==> src/design/pchsc_pkg.sv <==
package pchsc_pkg;

  // Host-side access modes of the card
  typedef enum logic [1:0] {
    PCHSC_MODE_MEM,
    PCHSC_MODE_IO,
    PCHSC_MODE_IDE
  } pchsc_mode_t;

  // Request from the host user logic
  typedef struct packed {
    logic        write;    // 1 write, 0 read
    logic        attr;     // Memory mode: 1 attribute space, 0 common
    logic        cfg;      // I/O mode: read of card info structure or config regs
    logic [15:0] wdata;
  } pchsc_req_t;

  // Strobe widths in ns and derived cycles at 200 MHz
  localparam int PCHSC_CLK_PERIOD_NS = 5;
  localparam int PCHSC_SETUP_NS      = 30;
  localparam int PCHSC_STROBE_NS     = 100;
  localparam int PCHSC_HOLD_NS       = 30;
  localparam int PCHSC_SETUP_CYC  = (PCHSC_SETUP_NS + PCHSC_CLK_PERIOD_NS - 1) / PCHSC_CLK_PERIOD_NS;
  localparam int PCHSC_STROBE_CYC = (PCHSC_STROBE_NS + PCHSC_CLK_PERIOD_NS - 1) / PCHSC_CLK_PERIOD_NS;
  localparam int PCHSC_HOLD_CYC   = (PCHSC_HOLD_NS + PCHSC_CLK_PERIOD_NS - 1) / PCHSC_CLK_PERIOD_NS;
  localparam int PCHSC_CNT_W      = 8;

  // Pin levels
  localparam logic PCHSC_STROBE_IDLE = 1'b1;
  localparam logic PCHSC_ATTR_SPACE  = 1'b0;
  localparam logic PCHSC_COMMON_SPACE = 1'b1;
  localparam logic [15:0] PCHSC_DATA_ZERO = 16'h0000;

endpackage

==> src/design/pchsc_host.sv <==
`timescale 1ns/100ps

// What this block does
// [RULE1] Memory mode: host never pulses the I/O write strobe.
// [RULE2] I/O mode: write data held stable through the strobe's rising edge.
// [RULE3] IDE mode: I/O write strobe used exactly as in I/O mode.
// [RULE4] Memory mode: read strobe reads card data; data sampled while strobe active.
// [RULE5] I/O mode: read strobe only for card info structure or config reads.
// [RULE6] IDE mode selected by driving the mode select pin low.
// [RULE7] Memory mode: ready/busy high means a new transfer may start.
// [RULE8] After reset ready/busy stays low until the card finishes.
// [RULE9] No access of any kind while ready/busy shows busy. The code checks ready/busy only in memory mode.
// [RULE10] Card may hold ready/busy high when reset held from power-up.
// [RULE11] I/O mode: ready/busy low is an interrupt, pulse or level.
// [RULE12] IDE mode: interrupt line is active high.
// [RULE13] Memory cycles: attribute select high common, low attribute.
// [RULE14] I/O cycles: attribute select low while address is presented.
// [RULE15] IDE mode: attribute select tied high.
// [RULE16] I/O mode: read data valid only while I/O read strobe low.
// [RULE17] Card reset high in card modes, low in IDE mode.
// [RULE18] Pulse or level interrupt chosen by card setting, level after reset.
module pchsc_host (
  input  wire logic               ref_clk,
  input  wire logic               rst_n,
  input  wire pchsc_pkg::pchsc_mode_t mode,
  input  wire logic               card_reset_req,
  input  wire logic               req_valid,
  input  wire pchsc_pkg::pchsc_req_t req,
  output logic                    req_ready,
  output logic                    rsp_valid,
  output logic [15:0]             rsp_rdata,
  output logic                    irq,
  output logic                    io_write_strobe_n,
  output logic                    io_read_strobe_n,
  output logic                    mem_read_strobe_n,
  output logic                    mem_write_strobe_n,
  output logic                    attr_select_n,
  output logic                    ide_mode_select_n,
  output logic                    card_reset,
  output logic [15:0]             data_out,
  output logic                    data_oe_n,
  input  wire logic [15:0]        data_in,
  input  wire logic               ready_busy_line,
  input  wire logic               ide_interrupt_line
);

  typedef enum logic [1:0] {
    ST_IDLE,
    ST_SETUP,
    ST_STROBE,
    ST_HOLD
  } pchsc_state_t;

  pchsc_state_t                      state_reg;
  logic [pchsc_pkg::PCHSC_CNT_W-1:0] cnt_reg;
  pchsc_pkg::pchsc_req_t             cur_reg;

  // Card accepts accesses only when ready; in memory mode busy blocks a start
  function automatic logic card_ready(input pchsc_pkg::pchsc_mode_t m, input logic rb);
    card_ready = (m != pchsc_pkg::PCHSC_MODE_MEM) || rb; // RULE7
  endfunction

  // Mode select and card reset pins; reset polarity flips in IDE mode
  always_ff @(posedge ref_clk or negedge rst_n) begin
    if (!rst_n) begin
      ide_mode_select_n <= 1'b1;
      card_reset        <= 1'b1;
    end else begin
      ide_mode_select_n <= (mode != pchsc_pkg::PCHSC_MODE_IDE); // RULE6
      card_reset        <= (mode == pchsc_pkg::PCHSC_MODE_IDE) ? !card_reset_req : card_reset_req; // RULE17
    end
  end

  // Access sequencer: setup, strobe, hold
  always_ff @(posedge ref_clk or negedge rst_n) begin
    if (!rst_n) begin
      state_reg <= ST_IDLE;
      cnt_reg   <= '0;
      cur_reg   <= '0;
    end else begin
      unique case (state_reg)
        ST_IDLE: begin
          // Busy after reset blocks every access in memory mode; a reset request blocks in every mode
          if (req_valid && req_ready) begin // RULE9
            cur_reg   <= req;
            cnt_reg   <= pchsc_pkg::PCHSC_CNT_W'(pchsc_pkg::PCHSC_SETUP_CYC);
            state_reg <= ST_SETUP;
          end
        end
        ST_SETUP: begin
          if (cnt_reg == 1) begin
            cnt_reg   <= pchsc_pkg::PCHSC_CNT_W'(pchsc_pkg::PCHSC_STROBE_CYC);
            state_reg <= ST_STROBE;
          end else begin
            cnt_reg <= cnt_reg - 1'b1;
          end
        end
        ST_STROBE: begin
          if (cnt_reg == 1) begin
            cnt_reg   <= pchsc_pkg::PCHSC_CNT_W'(pchsc_pkg::PCHSC_HOLD_CYC);
            state_reg <= ST_HOLD;
          end else begin
            cnt_reg <= cnt_reg - 1'b1;
          end
        end
        ST_HOLD: begin
          if (cnt_reg == 1) begin
            state_reg <= ST_IDLE;
          end else begin
            cnt_reg <= cnt_reg - 1'b1;
          end
        end
      endcase
    end
  end

  // Ready toward user: idle, card out of reset and, in memory mode, not busy
  // Reset pin must read released first; a card held in reset from power-up still shows ready
  always_ff @(posedge ref_clk or negedge rst_n) begin
    if (!rst_n) begin
      req_ready <= 1'b0;
    end else begin
      req_ready <= (state_reg == ST_IDLE) && !(req_valid && req_ready) && !card_reset_req
                   && (card_reset == (mode == pchsc_pkg::PCHSC_MODE_IDE))
                   && card_ready(mode, ready_busy_line); // RULE8 RULE9
    end
  end

  // Strobe pins; the next state decides so pins change with it
  always_ff @(posedge ref_clk or negedge rst_n) begin
    if (!rst_n) begin
      io_write_strobe_n  <= pchsc_pkg::PCHSC_STROBE_IDLE;
      io_read_strobe_n   <= pchsc_pkg::PCHSC_STROBE_IDLE;
      mem_read_strobe_n  <= pchsc_pkg::PCHSC_STROBE_IDLE;
      mem_write_strobe_n <= pchsc_pkg::PCHSC_STROBE_IDLE;
    end else begin
      io_write_strobe_n  <= pchsc_pkg::PCHSC_STROBE_IDLE;
      io_read_strobe_n   <= pchsc_pkg::PCHSC_STROBE_IDLE;
      mem_read_strobe_n  <= pchsc_pkg::PCHSC_STROBE_IDLE;
      mem_write_strobe_n <= pchsc_pkg::PCHSC_STROBE_IDLE;
      if ((state_reg == ST_SETUP && cnt_reg == 1) || (state_reg == ST_STROBE && cnt_reg != 1)) begin
        if (mode == pchsc_pkg::PCHSC_MODE_MEM || cur_reg.cfg) begin
          // Memory mode never uses the I/O write strobe
          mem_read_strobe_n  <= cur_reg.write; // RULE1 RULE4 RULE5
          mem_write_strobe_n <= !cur_reg.write;
        end else begin
          // I/O and IDE modes share one strobe scheme
          io_write_strobe_n <= !cur_reg.write; // RULE2 RULE3
          io_read_strobe_n  <= cur_reg.write; // RULE16
        end
      end
    end
  end

  // Attribute select and data bus drive held through setup, strobe, hold
  always_ff @(posedge ref_clk or negedge rst_n) begin
    if (!rst_n) begin
      attr_select_n <= pchsc_pkg::PCHSC_COMMON_SPACE;
      data_out      <= pchsc_pkg::PCHSC_DATA_ZERO;
      data_oe_n     <= 1'b1;
    end else if (state_reg == ST_IDLE && !(req_valid && req_ready)) begin
      attr_select_n <= pchsc_pkg::PCHSC_COMMON_SPACE;
      data_oe_n     <= 1'b1;
    end else if (state_reg == ST_IDLE) begin
      data_out  <= req.wdata; // RULE2
      data_oe_n <= !req.write;
      unique case (mode)
        pchsc_pkg::PCHSC_MODE_MEM: attr_select_n <= req.attr ? pchsc_pkg::PCHSC_ATTR_SPACE
                                                             : pchsc_pkg::PCHSC_COMMON_SPACE; // RULE13
        pchsc_pkg::PCHSC_MODE_IO:  attr_select_n <= pchsc_pkg::PCHSC_ATTR_SPACE; // RULE14
        default:                   attr_select_n <= pchsc_pkg::PCHSC_COMMON_SPACE; // RULE15
      endcase
    end
  end

  // Read data sampled on the last strobe cycle, while the strobe is still low
  always_ff @(posedge ref_clk or negedge rst_n) begin
    if (!rst_n) begin
      rsp_valid <= 1'b0;
      rsp_rdata <= pchsc_pkg::PCHSC_DATA_ZERO;
    end else begin
      rsp_valid <= (state_reg == ST_STROBE) && (cnt_reg == 1);
      if (state_reg == ST_STROBE && cnt_reg == 1 && !cur_reg.write) begin
        rsp_rdata <= data_in; // RULE4 RULE16
      end
    end
  end

  // Interrupt: low line in I/O, high line in IDE; following the level catches pulses of a cycle or more
  always_ff @(posedge ref_clk or negedge rst_n) begin
    if (!rst_n) begin
      irq <= 1'b0;
    end else begin
      unique case (mode)
        pchsc_pkg::PCHSC_MODE_IO:  irq <= !ready_busy_line; // RULE11 RULE18
        pchsc_pkg::PCHSC_MODE_IDE: irq <= ide_interrupt_line; // RULE12
        default:                   irq <= 1'b0; // RULE10
      endcase
    end
  end
endmodule // pchsc_host

==> config.mk <==
export PLATFORM = sky130hd
export DESIGN_NAME = pchsc_host
export DESIGN_NICKNAME = d
export VERILOG_FILES = /design/src/design/pchsc_pkg.sv /design/src/design/pchsc_host.sv
export SDC_FILE = /design/constraint.sdc
export NUM_CORES = 1
export LEC_CHECK = 0
export ABC_AREA = 1
export BUFFER_PORTS_ARGS = -buffer_cell sky130_fd_sc_hd__buf_2
export CAP_MARGIN = 20
export CORE_ASPECT_RATIO = 0.5
export CORE_UTILIZATION = 53
export CTS_CLUSTER_SIZE = 12
export DETAILED_ROUTE_END_ITERATION = 8
export PLACE_DENSITY = 0.84
export SYNTH_ARGS = -nofsm -noshare
export SYNTH_HDL_FRONTEND = slang
export SYNTH_SLANG_ARGS = --single-unit
==> constraint.sdc <==
create_clock -name ref_clk -period 3.9 [get_ports ref_clk]
set_input_delay 0.585 -clock ref_clk [delete_from_list [all_inputs] [get_ports ref_clk]]
set_output_delay 0.585 -clock ref_clk [all_outputs]
set_load 0.05 [all_outputs]
==> results of run 1 <==
-- path summary, 6_finish.rpt --
path | from | end | slack (ns) | depth (start not counted)
worst min register to register | cur_reg[18] | io_write_strobe_n | 0.47 | 1
max in group asynchronous | rst_n | data_oe_n | 2.75 | 2
worst max-delay path | state_reg[1] | data_out[12] | 2.15 | 8
min in group ref_clk | card_reset_req | card_reset | 0.44 | 2
worst max register to register | state_reg[1] | data_out[12] | 2.15 | 8
worst min-delay path | rst_n | data_out[13] | 0.32 | 1
-- worst register-to-register path, delay by kind of cell, from the launching register on --
family | cells | cell delay [ns]
flip-flops | 1 | 0.41
AND/OR/NAND/NOR | 3 | 0.33
adder cells (fa/ha/maj) | 1 | 0.29
buffers and inverters | 4 | 0.64
-- metrics by stage --
stage                     total power, mW  instances  instance area [um^2]  utilization, %
after floorplan                     0.680        286                  2510               -
after global placement              0.728        423                  2970            66.6
after detailed placement            0.732        423                  2970            66.6
after CTS                            1.05        431                  3060            68.6
after global routing                 1.08        431                  3060            68.6
final                                1.04        431                  3060            68.6
-- cell usage after synthesis, types with 2 or more instances --
master    instances  area [um^2]
a21oi_1           4         20.0
buf_2             3         15.0
buf_6             2         22.5
clkbuf_1          2         7.51
dfrtp_1          47         1180
dfstp_2           8          210
ha_1              9          113
inv_1            19         71.3
inv_2             5         18.8
nand2_1         110          413
nand2_2           2         12.5
nand2_4           2         22.5
nand3_1          27          135
nor2_1           19         71.3
nor2_2            2         12.5
nor3_1            2         10.0
o21ai_0           7         35.0
o21bai_1          2         15.0
xor2_1            4         35.0
-- cell type report --
cell class	count	area [um^2]
clock inverter	2	16.3
fill	363	1400
clock buffer	6	72.6
inverter	24	90.1
sequential	55	1390
tap	57	71.3
multi-input combinational	200	986
timing repair buffer	87	440
-- power by group --
group	leakage [nW]	internal [mW]	total [mW]	switching (mW)
sequential	0.616	0.589	0.596	0.00708
combinational	0.979	0.0337	0.124	0.0901
clock	0.0418	0.129	0.316	0.186
-- layer usage --
metal  vias to the layer above  track usage [%]  share of wire [%]  routed length (um)
li1                       1068                -                  -                   -
met2                        45             38.0                 48                2470
met1                       999             29.3                 47                2460
met4                         0             5.39               0.67                  35
met5                         -                0                  0                   0
met3                         4             4.46                4.4                 226
-- kinds of logic (layout without fill, tap and decap cells) --
logic type | count (synthesis) | after routing | share of synthesized area, %
and+or+nand+nor | 169 | 169 | 29.1
DFF | 55 | 55 | 55.3
buffers and inverters | 31 | 119 | 5.39
AOI/OAI and AO/OA | 17 | 17 | 3.89
adders and majority gates | 9 | 9 | 4.49
xor gates and xnor gates | 4 | 4 | 1.40
muxes | 1 | 1 | 0.449
==> run metrics, run 1 <==
status=finished, final reports clean; WHS=approximately 0.32 ns; buffers and inverters on the worst path=4; Setup Fix Bufs, Post-CTS=0; Pwr Density=338 nW/um^2; crit-path cells=inv_1, ha_1, inv_2, nor3_2, buf_4, inv_2, nand2_1, nand2_1; pins over their slew limit=0; Post-CTS Resized=0; EDFF count, synth=0; Hold Crit Class=primary input to async pin; FMAX=about 570 MHz; register area share after synthesis=between 50% and 60%; most common cell after layout, fill and taps aside=nand2_1; clk_skew=approximately 0.0071 ns; Tcrit/Tclk final=around 45%; initial antenna violation count=0; WP data required=4.11 ns; syn nets=about 340; num rows=17; TNS Setup=0 ns; Final setup violation count=0; CTS buffer count=5; top cell family by delay on the critical path=buffers and inverters; Starting Density=56.1%; routability cong.=0.872; MaxCap Viol Count=0; largest net degree at the start of global routing=35; core area=4470 um^2; Boundary Pins=86; most common flop cell mapped by yosys=dfrtp_1; layout cells sized above 1=~31%; CP startpoint kind=register; #FFs+latches synth=55; vias per cell=slightly below 5; Rel. slew slack=between 50% and 60%; final hold vios=0; Syn Area/Cell=about 9 um^2; crit end category=register; die span in x=~99 um; CTS Sinks=55; clk buf depth=2; worst skew pair latency=approximately 0.30 ns; Clk pin slew, worst setup/hold paths=0.10 ns; DIE AREA=between 5000 and 6000 um^2; CP max stage delay=between 0.4 and 0.5 ns; post-DR wirelength/cell=between 10 and 15 um; unrepaired setup endpoints after global routing=no; 1st-iter DRT viols=56; cell area after synthesis=approximately 2500 um^2; antenna-violating nets left=0; Peak VDD IR=0.177 mV; GRT Util Overall=roughly 22%; Die Y=roughly 50 um; port bufs=85; Area Overhead vs Synth=22.2%; drt drc=0; NumNets Final=approximately 430; htree depth=2; global-route wire length before repair=between 8000 and 9000 um; grt ovf=0; Inserted Diodes=0; Synth Instances=~290; Hold Buf Count CTS=0; Slowest-stage cell, CP=dfrtp_1; Root Driver=clkbuf_8; crit-path max FO=21; number of global-route vias before repair=1,968; DRT Pass-1 Iters=4; CTS tree=done; final WL=5190 um; Leakage Power=around 1.6 nW; Yosys warnings=0; kind of critical path=register to register; critical path arrival=1.96 ns; post-route setup slack=~2.1 ns; Least-Margin Pin Slew=approximately 0.7 ns; Synth async-reset ratio=between 90% and 100%; post-synth cell types=29; dpl hpwl=between 3000 and 4000 um; min Tclk post-route=approximately 1.8 ns; routed vias=~2,100; most frequent cells in the layout=nand2_1, buf_2, dfrtp_1; Place WS=around 2.1 ns
(Power assumes the default switching activity.)
==> run 2, diff against run 1 <==
Settings changed: CORE_UTILIZATION 53 to 45, PLACE_DENSITY 0.84 to 0.76.
Clock period 3.9 ns to 1.52 ns, I/O delays scaled along.
==> run metrics, run 2 (synthesized netlist as in run 1, its figures left out) <==
initial antenna violation count=0 (unchanged); Peak VDD IR=0.438 mV (+150%); area post-placement=3130 um^2 (+5.3%); die span in x=108 um (+8.4%); grt ovf=0 (unchanged); routed vias=2,296 (+8.5%); Boundary Pins=86 (unchanged); Leakage Power=1.81 nW (+10%); Place WS=-0.0326 ns (-2.18 ns); CP startpoint kind=register; global-route wire length before repair=8960 um (+2.1%); clk_skew=0.00464 ns (-0.00243 ns); dpl hpwl=4360 um (+11%); drt drc=0 (unchanged); Pwr Density=781 nW/um^2 (+130%); largest net degree at the start of global routing=56 (+60%); kind of critical path=register to register; vias per cell=4.86 (-0.92%); WP data required=1.79 ns (-2.32 ns); Root Driver=clkbuf_8; crit end category=register; post-route design area=3460 um^2 (+13%); htree depth=2 (unchanged); most common cell after layout, fill and taps aside=nand2_1; core area=5130 um^2 (+15%); final WL=6230 um (+20%); worst skew pair latency=0.32 ns (+0.02 ns); 1st-iter DRT viols=110 (+96%); reg2reg setup slack=0.01 ns (-2.13 ns); Starting Density=48.8% (-7.3 points); Die Y=54.8 um (+8.2%); num rows=18 (+1); final hold vios=0 (unchanged); clk buf depth=2 (unchanged); min Tclk post-route=1.51 ns (-0.247 ns); routability cong.=0.863 (-1.0%); antenna-violating nets left=0 (unchanged); number of global-route vias before repair=2,066 (+5.0%); pins over their slew limit=0 (unchanged); Clk pin slew, worst setup/hold paths=0.10 ns (about the same); layout cells sized above 1=43.3% (+12 points); Least-Margin Pin Slew=0.372 ns (-0.340 ns); CTS Sinks=55 (unchanged); DIE AREA=5890 um^2 (+17%); unrepaired setup endpoints after global routing=yes; DRT Pass-1 Iters=4 (unchanged); status=finished, final reports clean; hold path depth=2; MaxCap Viol Count=0 (unchanged); post-route setup slack=0.0137 ns (-2.13 ns); CTS buffer count=5 (unchanged); NumNets Final=453 (+6.6%); Hold Crit Class=primary input to register; Tcrit/Tclk final=99.1% (+54 points); crit-path max FO=7 (-67%); CTS tree=done; Area Overhead vs Synth=37.9%; most frequent cells in the layout=nand2_1, buf_2, dfrtp_1; FMAX=664 MHz (+16%); critical path arrival=1.77 ns (-0.19 ns); Final setup violation count=0 (unchanged); port bufs=85 (unchanged); Rel. slew slack=75.2% (+23 points); worst reg2reg path depth=8 (unchanged); GRT Util Overall=20.5% (-1.7 points); Inserted Diodes=0 (unchanged); post-DR wirelength/cell=13.2 um (+9.6%)
[run 2: changes by cell type in the layout (fill, tap and decap cells not counted), moves of 5 or more]
cell     change
buf_4       +21
nand2_1      -9
nand2_2      +7
ha_1         -5
[run 2: where the power goes]
| group | switching (mW) | internal, mW |
|---|---|---|
| clock network | 0.510 | 0.331 |
| registers | 0.0181 | 1.51 |
| logic | 0.238 | 0.0945 |
[run 2: routing by layer]
metal	up-vias	global-route usage, %	routed length (um)
met5	-	0	0
met4	0	10.3	100
met3	11	3.21	226
met2	48	36.8	3110
met1	1107	25.1	2790
li1	1130	-	-
[run 2: critical path, stage by stage (launching register included)]
cell and delay, ns:
dfrtp_1 0.38, buf_4 0.13, ha_2 0.19, inv_1 0.06
buf_4 0.15, nor2_8 0.22, buf_6 0.16, nand3_1 0.07
nand2_1 0.08
[run 2: worst paths after layout]
| kind | startpoint | to |
|---|---|---|
| setup / recovery | state_reg[1] | rsp_rdata[4] |
| setup reg to reg | state_reg[1] | rsp_rdata[4] |
| hold / removal | card_reset_req | card_reset |
| hold reg to reg | cur_reg[18] | io_write_strobe_n |
| max in group asynchronous | rst_n | mem_write_strobe_n |
| min in group asynchronous | rst_n | cnt_reg[2] |
[run 2: cell type report]
| class | count | area, um^2 |
|---|---|---|
| flip-flops and latches | 55 | 1390 |
| inverters | 24 | 92.6 |
| repair buffers | 114 | 673 |
| multi-input cells | 201 | 1120 |
| well taps | 70 | 87.6 |
| clock inverters | 3 | 22.5 |
| clock buffers | 5 | 68.8 |
| fillers | 427 | 1680 |
[run 2: repair_timing]
| action | in CTS | in global routing |
|---|---|---|
| endpoints found under the hold margin | 47 | 0 |
| cloned | 0 | 2 |
| setup endpoints to repair | 27 | 49 |
| buffers inserted | 2 | 6 |
| hold buffers | 1 | 0 |
| pin swaps | 1 | 12 |
| gates resized for setup | 9 | 37 |
[run 2: stage by stage]
step / setup TNS (ns) / std cells / hold slack [ns] / total power [mW] / util, %
3_5_place_dp: -0.141 / 453 / 0.244 / 1.89 / 61.0
6_report: 0 / 472 / 0.0611 / 2.70 / 67.3
4_1_cts: -0.0331 / 464 / 0.0686 / 2.71 / 64.1
5_1_grt: -1.12 / 472 / 0.0769 / 2.80 / 67.3
2_1_floorplan: 0 / 286 / -0.0676 / 1.74 / -
3_3_place_gp: -0.0250 / 453 / 0.239 / 1.88 / 61.0
